File: src/common/ctm_pkg.sv
// Shared constants and carrier types for the codec terminal and clock mux.
// Assumes one 100 MHz clock; every pin level and field arrives synchronous to it.
package ctm_pkg;

  // ****************************************************************
  // Timing
  // ****************************************************************
  localparam int CTM_CLK_PERIOD_NS = 10; // Reference clock period

  // ****************************************************************
  // Source terminal indices (bit positions of the source vector)
  // ****************************************************************
  localparam int CTM_NSRC = 10;
  localparam int CTM_SRC_MCLK = 0;
  localparam int CTM_SRC_P1_BIT = 1;
  localparam int CTM_SRC_P1_FRAME = 2;
  localparam int CTM_SRC_P1_SERIN = 3;
  localparam int CTM_SRC_P2_BIT = 4;
  localparam int CTM_SRC_P2_FRAME = 5;
  localparam int CTM_SRC_P2_SERIN = 6;
  localparam int CTM_SRC_GP1 = 7;
  localparam int CTM_SRC_GP2 = 8;
  localparam int CTM_SRC_GP3 = 9;

  // ****************************************************************
  // Select decode maps: per source {listed, code[4:0]}, source 0 lowest
  // ****************************************************************
  localparam logic [5:0] CTM_NO = 6'h00; // Source not reachable from this field
  localparam logic [59:0] CTM_MAP_PLL = {6'h25, 6'h27, 6'h22, CTM_NO, CTM_NO, 6'h24,
                                         6'h23, CTM_NO, 6'h21, 6'h20};
  localparam logic [59:0] CTM_MAP_ADC = {6'h25, 6'h29, 6'h22, CTM_NO, CTM_NO, 6'h24,
                                         CTM_NO, CTM_NO, 6'h21, 6'h20};
  localparam logic [59:0] CTM_MAP_DIV = {6'h29, CTM_NO, CTM_NO, CTM_NO, CTM_NO, 6'h28,
                                         6'h22, CTM_NO, 6'h21, 6'h20};
  localparam logic [59:0] CTM_MAP_LF = {6'h25, 6'h28, 6'h22, 6'h26, 6'h23, 6'h24,
                                        CTM_NO, 6'h21, CTM_NO, 6'h20};
  localparam logic [59:0] CTM_MAP_HF = {CTM_NO, CTM_NO, CTM_NO, CTM_NO, CTM_NO, CTM_NO,
                                        CTM_NO, CTM_NO, CTM_NO, 6'h20};

  // ****************************************************************
  // Terminal configuration codes
  // ****************************************************************
  localparam logic [1:0] CTM_SERIN_CLK_IN = 2'h1;   // Serial-in pin used as clock input
  localparam logic [3:0] CTM_PORT2_CLK_IN = 4'h2;   // Port-2 clock pin used as input
  localparam logic [4:0] CTM_GP_CLK_IN = 5'h01;     // General pin used as clock input
  localparam logic [3:0] CTM_SEROUT_DIVIDED_CLOCK_OUTPUT = 4'h3;  // Divided clock on miso / serial out
  localparam logic [3:0] CTM_FRAMEBIT_DIVIDED_CLOCK_OUTPUT = 4'h4; // Divided clock on frame / bit clock
  localparam logic [4:0] CTM_GP_DIVIDED_CLOCK_OUTPUT = 5'h04;     // Divided clock on general pin
  localparam logic [7:0] CTM_DIV_HALF_MAX = 8'h80;  // High phase when divider is 256

  // Output terminal indices
  localparam int CTM_NOUT = 7;
  localparam int CTM_OUT_MISO = 0;
  localparam int CTM_OUT_P1_FRAME = 1;
  localparam int CTM_OUT_P1_SEROUT = 2;
  localparam int CTM_OUT_P2_FRAME = 3;
  localparam int CTM_OUT_P2_BIT = 4;
  localparam int CTM_OUT_GP1 = 5;
  localparam int CTM_OUT_GP2 = 6;

  // ****************************************************************
  // Carriers
  // ****************************************************************
  typedef struct packed {
    logic [3:0] pll_source_sel;
    logic [3:0] adc_clk_source_sel;
    logic [3:0] dac_clk_source_sel;
    logic [4:0] divider_source_sel;
    logic [7:0] clock_output_divider;
    logic one_mhz_ref_enable;
    logic [3:0] lowfreq_source_sel;
    logic [3:0] highfreq_source_sel;
    logic [1:0] port1_serin_pin_cfg;
    logic [1:0] port2_serin_pin_cfg;
    logic [3:0] port2_bitclk_pin_cfg;
    logic [3:0] port2_frameclk_pin_cfg;
    logic [3:0] port1_frameclk_pin_cfg;
    logic [3:0] port1_serout_pin_cfg;
    logic [3:0] ctrl_miso_pin_cfg;
    logic [4:0] gp1_pin_cfg;
    logic [4:0] gp2_pin_cfg;
    logic [4:0] gp3_pin_cfg;
  } ctm_cfg_t;

  typedef struct packed {
    logic general_pin_3;
    logic general_pin_2;
    logic general_pin_1;
    logic port2_serial_in_pin;
    logic port2_frame_clock_pin;
    logic port2_bit_clock_pin;
    logic port1_serial_in_pin;
    logic port1_frame_clock_pin;
    logic port1_bit_clock_pin;
    logic master_clock_pin;
  } ctm_pins_t;

  typedef struct packed {
    logic clk;
    logic valid;
  } ctm_route_t;

endpackage

File: src/core/ctm_clk_sel.sv
// One clock-input selector: decodes a select field against a source map.
// Assumes source levels are already gated by their terminal configuration.
`timescale 1ns/1ps
module ctm_clk_sel #(
  parameter logic [59:0] MAP = 60'h0 // Per source {listed, code}
) (
  input wire logic ref_clk_i,               // System clock
  input wire logic reset_i,                 // Synchronous reset, high
  input wire logic [9:0] src_i,             // Candidate terminal levels
  input wire logic [4:0] sel_i,             // Select field, zero extended
  output ctm_pkg::ctm_route_t route_o       // Routed level and source valid
);
  import ctm_pkg::*;

  logic [CTM_NSRC-1:0] hit;
  ctm_route_t route_r;
  ctm_route_t route_nxt;

  // ****************************************************************
  // Decode
  // ****************************************************************
  // Several selectors may name the same source at once
  for (genvar i = 0; i < CTM_NSRC; i++) begin : g_hit
    assign hit[i] = MAP[i*6+5] && (MAP[i*6 +: 5] == sel_i);
  end

  // Unlisted code: no hit, input stays low and invalid
  always_comb begin
    route_nxt.valid = |hit;
    route_nxt.clk = |(hit & src_i);
  end

  // Register the routed level
  always_ff @(posedge ref_clk_i) begin
    if (reset_i) begin
      route_r <= '0;
    end else begin
      route_r <= route_nxt;
    end
  end

  assign route_o = route_r;
endmodule // ctm_clk_sel

File: src/core/ctm_terminal_mux.sv
// Terminal and clock-source mux: control pins by strap, clocks by fields.
// Assumes fields come from the host register file and pins are sampled levels.
`timescale 1ns/1ps
module ctm_terminal_mux (
  input wire logic ref_clk_i,                  // System clock, 100 MHz
  input wire logic reset_i,                    // Synchronous reset, high
  input wire logic protocol_select_strap_i,    // High selects SPI control
  input wire logic addr_or_sclk_pin_i,         // Address strap or SPI clock
  input wire logic spi_miso_data_i,            // Serial data from SPI engine
  input wire logic spi_miso_oe_i,              // SPI engine drives MISO
  input wire ctm_pkg::ctm_pins_t pins_i,       // Clock-capable terminal levels
  input wire ctm_pkg::ctm_cfg_t cfg_i,         // Select and terminal fields
  output logic spi_mode_o,                     // Control port is in SPI mode
  output logic i2c_addr_sel_o,                 // I2C slave address choice
  output logic spi_sclk_o,                     // SPI clock toward the engine
  output ctm_pkg::ctm_route_t pll_ref_o,       // PLL reference input
  output ctm_pkg::ctm_route_t adc_clk_o,       // ADC clock input
  output ctm_pkg::ctm_route_t dac_clk_o,       // DAC clock input
  output ctm_pkg::ctm_route_t div_clk_o,       // Divider clock input
  output ctm_pkg::ctm_route_t lowfreq_clk_o,   // Low-frequency reference input
  output ctm_pkg::ctm_route_t highfreq_clk_o,  // High-frequency clock input
  output logic one_mhz_ref_o,                  // 1 MHz reference input
  output logic [6:0] pin_out_o,                // Output terminal levels
  output logic [6:0] pin_oe_o                  // Output terminal enables
);
  import ctm_pkg::*;

  // ****************************************************************
  // Source gating
  // ****************************************************************
  logic [CTM_NSRC-1:0] src_raw;
  logic [CTM_NSRC-1:0] src_ok;
  logic [CTM_NSRC-1:0] src;

  assign src_raw = pins_i;

  // A pin left in another function reads low at the clock inputs, except the port-1 frame clock pin, which is never gated
  always_comb begin
    src_ok = '1;
    src_ok[CTM_SRC_P1_SERIN] = (cfg_i.port1_serin_pin_cfg == CTM_SERIN_CLK_IN);
    src_ok[CTM_SRC_P2_BIT] = (cfg_i.port2_bitclk_pin_cfg == CTM_PORT2_CLK_IN);
    src_ok[CTM_SRC_P2_FRAME] = (cfg_i.port2_frameclk_pin_cfg == CTM_PORT2_CLK_IN);
    src_ok[CTM_SRC_P2_SERIN] = (cfg_i.port2_serin_pin_cfg == CTM_SERIN_CLK_IN);
    src_ok[CTM_SRC_GP1] = (cfg_i.gp1_pin_cfg == CTM_GP_CLK_IN);
    src_ok[CTM_SRC_GP2] = (cfg_i.gp2_pin_cfg == CTM_GP_CLK_IN);
    src_ok[CTM_SRC_GP3] = (cfg_i.gp3_pin_cfg == CTM_GP_CLK_IN);
    src = src_raw & src_ok;
  end

  // ****************************************************************
  // Clock input selectors
  // ****************************************************************
  ctm_clk_sel #(.MAP(CTM_MAP_PLL)) u_pll (
    .ref_clk_i(ref_clk_i), .reset_i(reset_i), .src_i(src),
    .sel_i({1'b0, cfg_i.pll_source_sel}), .route_o(pll_ref_o));
  ctm_clk_sel #(.MAP(CTM_MAP_ADC)) u_adc (
    .ref_clk_i(ref_clk_i), .reset_i(reset_i), .src_i(src),
    .sel_i({1'b0, cfg_i.adc_clk_source_sel}), .route_o(adc_clk_o));
  ctm_clk_sel #(.MAP(CTM_MAP_ADC)) u_dac (
    .ref_clk_i(ref_clk_i), .reset_i(reset_i), .src_i(src),
    .sel_i({1'b0, cfg_i.dac_clk_source_sel}), .route_o(dac_clk_o));
  ctm_clk_sel #(.MAP(CTM_MAP_DIV)) u_div (
    .ref_clk_i(ref_clk_i), .reset_i(reset_i), .src_i(src),
    .sel_i(cfg_i.divider_source_sel), .route_o(div_clk_o));
  ctm_clk_sel #(.MAP(CTM_MAP_LF)) u_lf (
    .ref_clk_i(ref_clk_i), .reset_i(reset_i), .src_i(src),
    .sel_i({1'b0, cfg_i.lowfreq_source_sel}), .route_o(lowfreq_clk_o));
  ctm_clk_sel #(.MAP(CTM_MAP_HF)) u_hf (
    .ref_clk_i(ref_clk_i), .reset_i(reset_i), .src_i(src),
    .sel_i({1'b0, cfg_i.highfreq_source_sel}), .route_o(highfreq_clk_o));

  // ****************************************************************
  // Divided clock generator
  // ****************************************************************
  logic div_prev_r;
  logic div_prev_nxt;
  logic [7:0] div_cnt_r;
  logic [7:0] div_cnt_nxt;
  logic dco_r;
  logic dco_nxt;
  logic [7:0] div_last;
  logic [7:0] div_half;

  // Counts rising edges of the routed divider source; zero divides by 256
  always_comb begin
    div_last = 8'(cfg_i.clock_output_divider - 8'h01);
    div_half = (cfg_i.clock_output_divider == 8'h00) ? CTM_DIV_HALF_MAX
                                                     : (cfg_i.clock_output_divider >> 1);
    div_prev_nxt = div_clk_o.clk;
    div_cnt_nxt = div_cnt_r;
    if (!div_clk_o.valid) begin
      div_cnt_nxt = 8'h00;
    end else if (div_clk_o.clk && !div_prev_r) begin
      div_cnt_nxt = (div_cnt_r == div_last) ? 8'h00 : 8'(div_cnt_r + 8'h01);
    end
    dco_nxt = div_clk_o.valid && (div_cnt_nxt < div_half);
  end

  // Divider state registers
  always_ff @(posedge ref_clk_i) begin
    if (reset_i) begin
      div_prev_r <= 1'b0;
      div_cnt_r <= 8'h00;
      dco_r <= 1'b0;
    end else begin
      div_prev_r <= div_prev_nxt;
      div_cnt_r <= div_cnt_nxt;
      dco_r <= dco_nxt;
    end
  end

  // ****************************************************************
  // Control terminals and output terminals
  // ****************************************************************
  logic [4:0] pin_cfg [CTM_NOUT];
  logic [4:0] pin_code [CTM_NOUT];
  logic [CTM_NOUT-1:0] pin_hit;
  logic spi_mode_r, spi_mode_nxt;
  logic i2c_addr_r, i2c_addr_nxt;
  logic sclk_r, sclk_nxt;
  logic one_mhz_r, one_mhz_nxt;
  logic [6:0] pin_out_r, pin_out_nxt;
  logic [6:0] pin_oe_r, pin_oe_nxt;

  assign pin_cfg[CTM_OUT_MISO] = {1'b0, cfg_i.ctrl_miso_pin_cfg};
  assign pin_cfg[CTM_OUT_P1_FRAME] = {1'b0, cfg_i.port1_frameclk_pin_cfg};
  assign pin_cfg[CTM_OUT_P1_SEROUT] = {1'b0, cfg_i.port1_serout_pin_cfg};
  assign pin_cfg[CTM_OUT_P2_FRAME] = {1'b0, cfg_i.port2_frameclk_pin_cfg};
  assign pin_cfg[CTM_OUT_P2_BIT] = {1'b0, cfg_i.port2_bitclk_pin_cfg};
  assign pin_cfg[CTM_OUT_GP1] = cfg_i.gp1_pin_cfg;
  assign pin_cfg[CTM_OUT_GP2] = cfg_i.gp2_pin_cfg;
  assign pin_code[CTM_OUT_MISO] = {1'b0, CTM_SEROUT_DIVIDED_CLOCK_OUTPUT};
  assign pin_code[CTM_OUT_P1_FRAME] = {1'b0, CTM_FRAMEBIT_DIVIDED_CLOCK_OUTPUT};
  assign pin_code[CTM_OUT_P1_SEROUT] = {1'b0, CTM_SEROUT_DIVIDED_CLOCK_OUTPUT};
  assign pin_code[CTM_OUT_P2_FRAME] = {1'b0, CTM_FRAMEBIT_DIVIDED_CLOCK_OUTPUT};
  assign pin_code[CTM_OUT_P2_BIT] = {1'b0, CTM_FRAMEBIT_DIVIDED_CLOCK_OUTPUT};
  assign pin_code[CTM_OUT_GP1] = CTM_GP_DIVIDED_CLOCK_OUTPUT;
  assign pin_code[CTM_OUT_GP2] = CTM_GP_DIVIDED_CLOCK_OUTPUT;

  // One field per terminal picks its driven function; the port-1 frame clock pin still feeds the selectors while driven
  for (genvar i = 0; i < CTM_NOUT; i++) begin : g_pin
    assign pin_hit[i] = (pin_cfg[i] == pin_code[i]);
  end

  // Strap follows its level; the miso terminal belongs to SPI in SPI mode
  always_comb begin
    spi_mode_nxt = protocol_select_strap_i;
    i2c_addr_nxt = spi_mode_r ? i2c_addr_r : addr_or_sclk_pin_i;
    sclk_nxt = spi_mode_r & addr_or_sclk_pin_i;
    one_mhz_nxt = cfg_i.one_mhz_ref_enable & src_raw[CTM_SRC_MCLK];
    pin_out_nxt = pin_hit & {CTM_NOUT{dco_r}};
    pin_oe_nxt = pin_hit;
    if (spi_mode_r) begin
      pin_out_nxt[CTM_OUT_MISO] = spi_miso_data_i;
      pin_oe_nxt[CTM_OUT_MISO] = spi_miso_oe_i;
    end
  end

  // Reset leaves every terminal undriven, its default input role
  always_ff @(posedge ref_clk_i) begin
    if (reset_i) begin
      spi_mode_r <= 1'b0;
      i2c_addr_r <= 1'b0;
      sclk_r <= 1'b0;
      one_mhz_r <= 1'b0;
      pin_out_r <= 7'h00;
      pin_oe_r <= 7'h00;
    end else begin
      spi_mode_r <= spi_mode_nxt;
      i2c_addr_r <= i2c_addr_nxt;
      sclk_r <= sclk_nxt;
      one_mhz_r <= one_mhz_nxt;
      pin_out_r <= pin_out_nxt;
      pin_oe_r <= pin_oe_nxt;
    end
  end

  assign spi_mode_o = spi_mode_r;
  assign i2c_addr_sel_o = i2c_addr_r;
  assign spi_sclk_o = sclk_r;
  assign one_mhz_ref_o = one_mhz_r;
  assign pin_out_o = pin_out_r;
  assign pin_oe_o = pin_oe_r;
endmodule // ctm_terminal_mux

File: config.mk
export PLATFORM = sky130hd
export DESIGN_NAME = ctm_terminal_mux
export DESIGN_NICKNAME = d
export VERILOG_FILES = /design/src/common/ctm_pkg.sv /design/src/core/ctm_clk_sel.sv /design/src/core/ctm_terminal_mux.sv
export SDC_FILE = /design/constraint.sdc
export NUM_CORES = 1
export LEC_CHECK = 0
export BUFFER_PORTS_ARGS = -buffer_cell sky130_fd_sc_hd__buf_2
export CAP_MARGIN = 40
export CORE_AREA = 2 2 95 61
export DETAILED_ROUTE_END_ITERATION = 8
export DIE_AREA = 0 0 97 63
export PLACE_DENSITY_LB_ADDON = 0.12
export SLEW_MARGIN = 0
export SYNTH_ARGS = -nofsm -noshare
export SYNTH_HDL_FRONTEND = slang
export SYNTH_HIERARCHICAL = 1
export SYNTH_SLANG_ARGS = --single-unit
File: constraint.sdc
create_clock -name ref_clk_i -period 4.5 [get_ports ref_clk_i]
set_clock_uncertainty 0.1 [all_clocks]
set_input_delay 1.125 -clock ref_clk_i [delete_from_list [all_inputs] [get_ports ref_clk_i]]
set_output_delay 1.125 -clock ref_clk_i [all_outputs]
set_load 0.05 [all_outputs]
==> results_dict.tcl <==
set metrics [dict create \
    fp.dieH_um 63 \
    timing.setup.tns_ps 0 \
    grt_max_degree 28 \
    worstPathCellList "buf_2 -> inv_1 -> ha_1 -> nor3b_2 -> xnor2_1 -> nor4_4 -> nand4_2 -> and3_1 -> ha_1 -> a211oi_1 -> o21ai_0 -> a2111oi_0 -> a21oi_1 -> nor3_1" \
    critical_path_class "input port to flop" \
    seq_area_frac_synth_pct 34.39 \
    drt_wl_total_um 6039 \
    maxSlewViolCount 0 \
    nNetsFinal 489 \
    drc_errors 0 \
    path_max_fanout 8 \
    clkTransAtPathRegs_ps 80 \
    dieWidth_um 97 \
    via_count 2274 \
    hold_path.class "flop to flop" \
    cp_slowest_cell "a2111oi_0" \
    p_leak_nw 1.576 \
    area_delta_synth_final_pct 36.27 \
    boundaryPins 119 \
    gp_congestion 0.8600 \
    synth_ff_type "dfxtp_1" \
    place_hpwl_um 4842 \
    cts_buffers 5 \
    final_antenna_net_count 0 \
    design_area_mm2 0.003173 \
    maxCapViolCount 0 \
    rows 21 \
    status "finished clean" \
    start_kind "input port" \
    clockRootBuffer "clkbuf_8" \
    nFillCells 511 \
    mappedNetlistArea_mm2 0.002328 \
    fp.coreArea_mm2 0.005281 \
    final_common_cell "buf_2" \
    syn-instance-count 253 \
    end_kind "flop" \
    powerDensity_mw_per_mm2 256.9 \
    globalRouteTotalUtil_pct 20.23 \
    clock.fmax_mhz 254.9 \
    io_buffers 118 \
    final_cell_mix "119 x buf_2, 40 x dfxtp_1, 23 x nor2_1" \
    synth-edff-count 0 \
    wl_per_cell_um 13.13 \
    hold_buffers 0 \
    max_stage_delay_ps 360 \
    crit_top_cell "ha_1" \
    slew_headroom_pct 55.84 \
    synth_seq_cells 40 \
    start_util_pct 44.09 \
    finalCriticalPeriod_ps 3924 \
    cp.required_ps 4600 \
    ys_async_sr_fraction_pct 0 \
    yosysWarnings 6 \
    worst_pin_slew_ps 657.3 \
    min_period_over_period_pct 87.20 \
    avgSynthCellArea_um2 9.203 \
    clk_path_buf_depth 2 \
    drt_iter0_markers 49 \
    antenna_cells 0 \
    hold_viol_final 0 \
    arrival_ps 4030 \
    htree_num_levels 2 \
    cts_resized 0 \
    placed_area_mm2 0.003052 \
    ir_worst_vdd_mv 0.1320 \
    antenna_found_initial 0 \
    cts_tree "yes" \
    grt_pass1_wl_um 9984 \
    final-setup-viol-count 0 \
    viasPerCell 4.943 \
    clock_latency_ps 300 \
    clock-sinks 40 \
    cts_setup_buffers 0 \
    drt_pass1_iterations 4 \
    overflow 0 \
    synth.distinct_cells 56 \
    dieArea_mm2 0.006111 \
    grt_setup_unrepaired "no" \
    r2r_setup_slack_ps 1400 \
    drive_gt1_share_pct 39.13 \
    grt_pass1_vias 2131 \
]
cells by family after synthesis:
group	count (synthesis)	share of synthesized area [%]
other	1	0.1610
and+or+nand+nor	125	32.83
AOI/OAI and AO/OA	30	9.888
DFF	40	34.39
xor gates and xnor gates	21	8.544
buffers and inverters	13	2.418
muxes	13	6.394
adders and majority gates	10	5.373
final timing paths:
kind	startpoint	to	depth (start not counted)
max	cfg_i[48]	dco_r	14
min	i2c_addr_sel_o	i2c_addr_sel_o	2
max reg2reg	div_cnt_r[0]	dco_r	11
min reg2reg	i2c_addr_sel_o	i2c_addr_sel_o	2
worst max-delay path, delay by kind of cell:
family	cells	cell delay, ps
and+or+nand+nor	5	1210
AOI/OAI and AO/OA	4	810
adders and majority gates	2	540
xor gates and xnor gates	1	160
buffers and inverters	2	190
power breakdown:
| group | switching (mW) | total (mW) | internal, mW |
|---|---|---|---|
| clock | 0.132 | 0.313 | 0.181 |
| combinational | 0.0793 | 0.138 | 0.0590 |
| sequential | 0.00345 | 0.363 | 0.360 |
layer usage:
| metal | GRT usage [%] | part of all wire, % |
|---|---|---|
| met1 | 26.97 | 48 |
| met2 | 32.12 | 42 |
| met3 | 6.040 | 8.7 |
| met4 | 5.282 | 0.98 |
| met5 | 0 | 0 |
cell type report:
class,count,area [um2],area share [%]
Inverter,11,41.29,1.301
Multi-Input combinational cell,211,1513,47.67
Clock inverter,2,38.79,1.222
Tap cell,69,86.33,2.721
Sequential cell,40,800.8,25.24
Clock buffer,6,82.58,2.603
Timing Repair Buffer,121,610.6,19.24
flip-flops by register name, indices dropped and copies added (netlist names):
name	count
div_cnt_r	8
spi_mode_o	1
u_div/route_o	2
one_mhz_ref_o	1
u_dac/route_o	2
u_lf/route_o	2
i2c_addr_sel_o	1
u_hf/route_o	2
u_adc/route_o	2
u_pll/route_o	2
div_prev_r	1
dco_r	1
spi_sclk_o	1
pin_out_o	7
pin_oe_o	7
stage by stage:
stage	util, %	total power [mW]	std cells	hold WS (ps)	setup WS (ps)
after floorplan	-	0.4411	264	395.7	678.1
after global placement	57.69	0.5071	451	389.2	345.9
after detailed placement	57.78	0.5093	452	385.7	267.9
after CTS	60.08	0.8274	460	405.4	583.4
after global routing	60.08	0.8597	460	427.6	321.4
final	60.08	0.8152	460	398.4	576.2
synth_stat cells (all sizes together) (3+ instances only):
cell | count | area, um2
nor2 | 23 | 86.33
nand4 | 4 | 31.28
o21ai | 5 | 25.02
nor4b | 4 | 41.29
nand2 | 21 | 78.83
nor4 | 9 | 77.57
inv | 11 | 41.29
a22oi | 4 | 30.03
ha | 10 | 125.1
or3 | 4 | 25.02
and3 | 7 | 43.79
nor3 | 14 | 70.07
or4 | 4 | 33.78
and2 | 6 | 37.54
a2111oi | 3 | 51.30
nand3 | 3 | 15.01
a21oi | 8 | 40.04
mux2 | 5 | 56.30
xnor2 | 15 | 146.4
nand2b | 6 | 37.54
dfxtp | 40 | 800.8
and3b | 7 | 67.57
xor2 | 6 | 52.55
mux2i | 7 | 70.07
nor3b | 4 | 40.03
No activity file was read; power rests on OpenSTA's default activity.
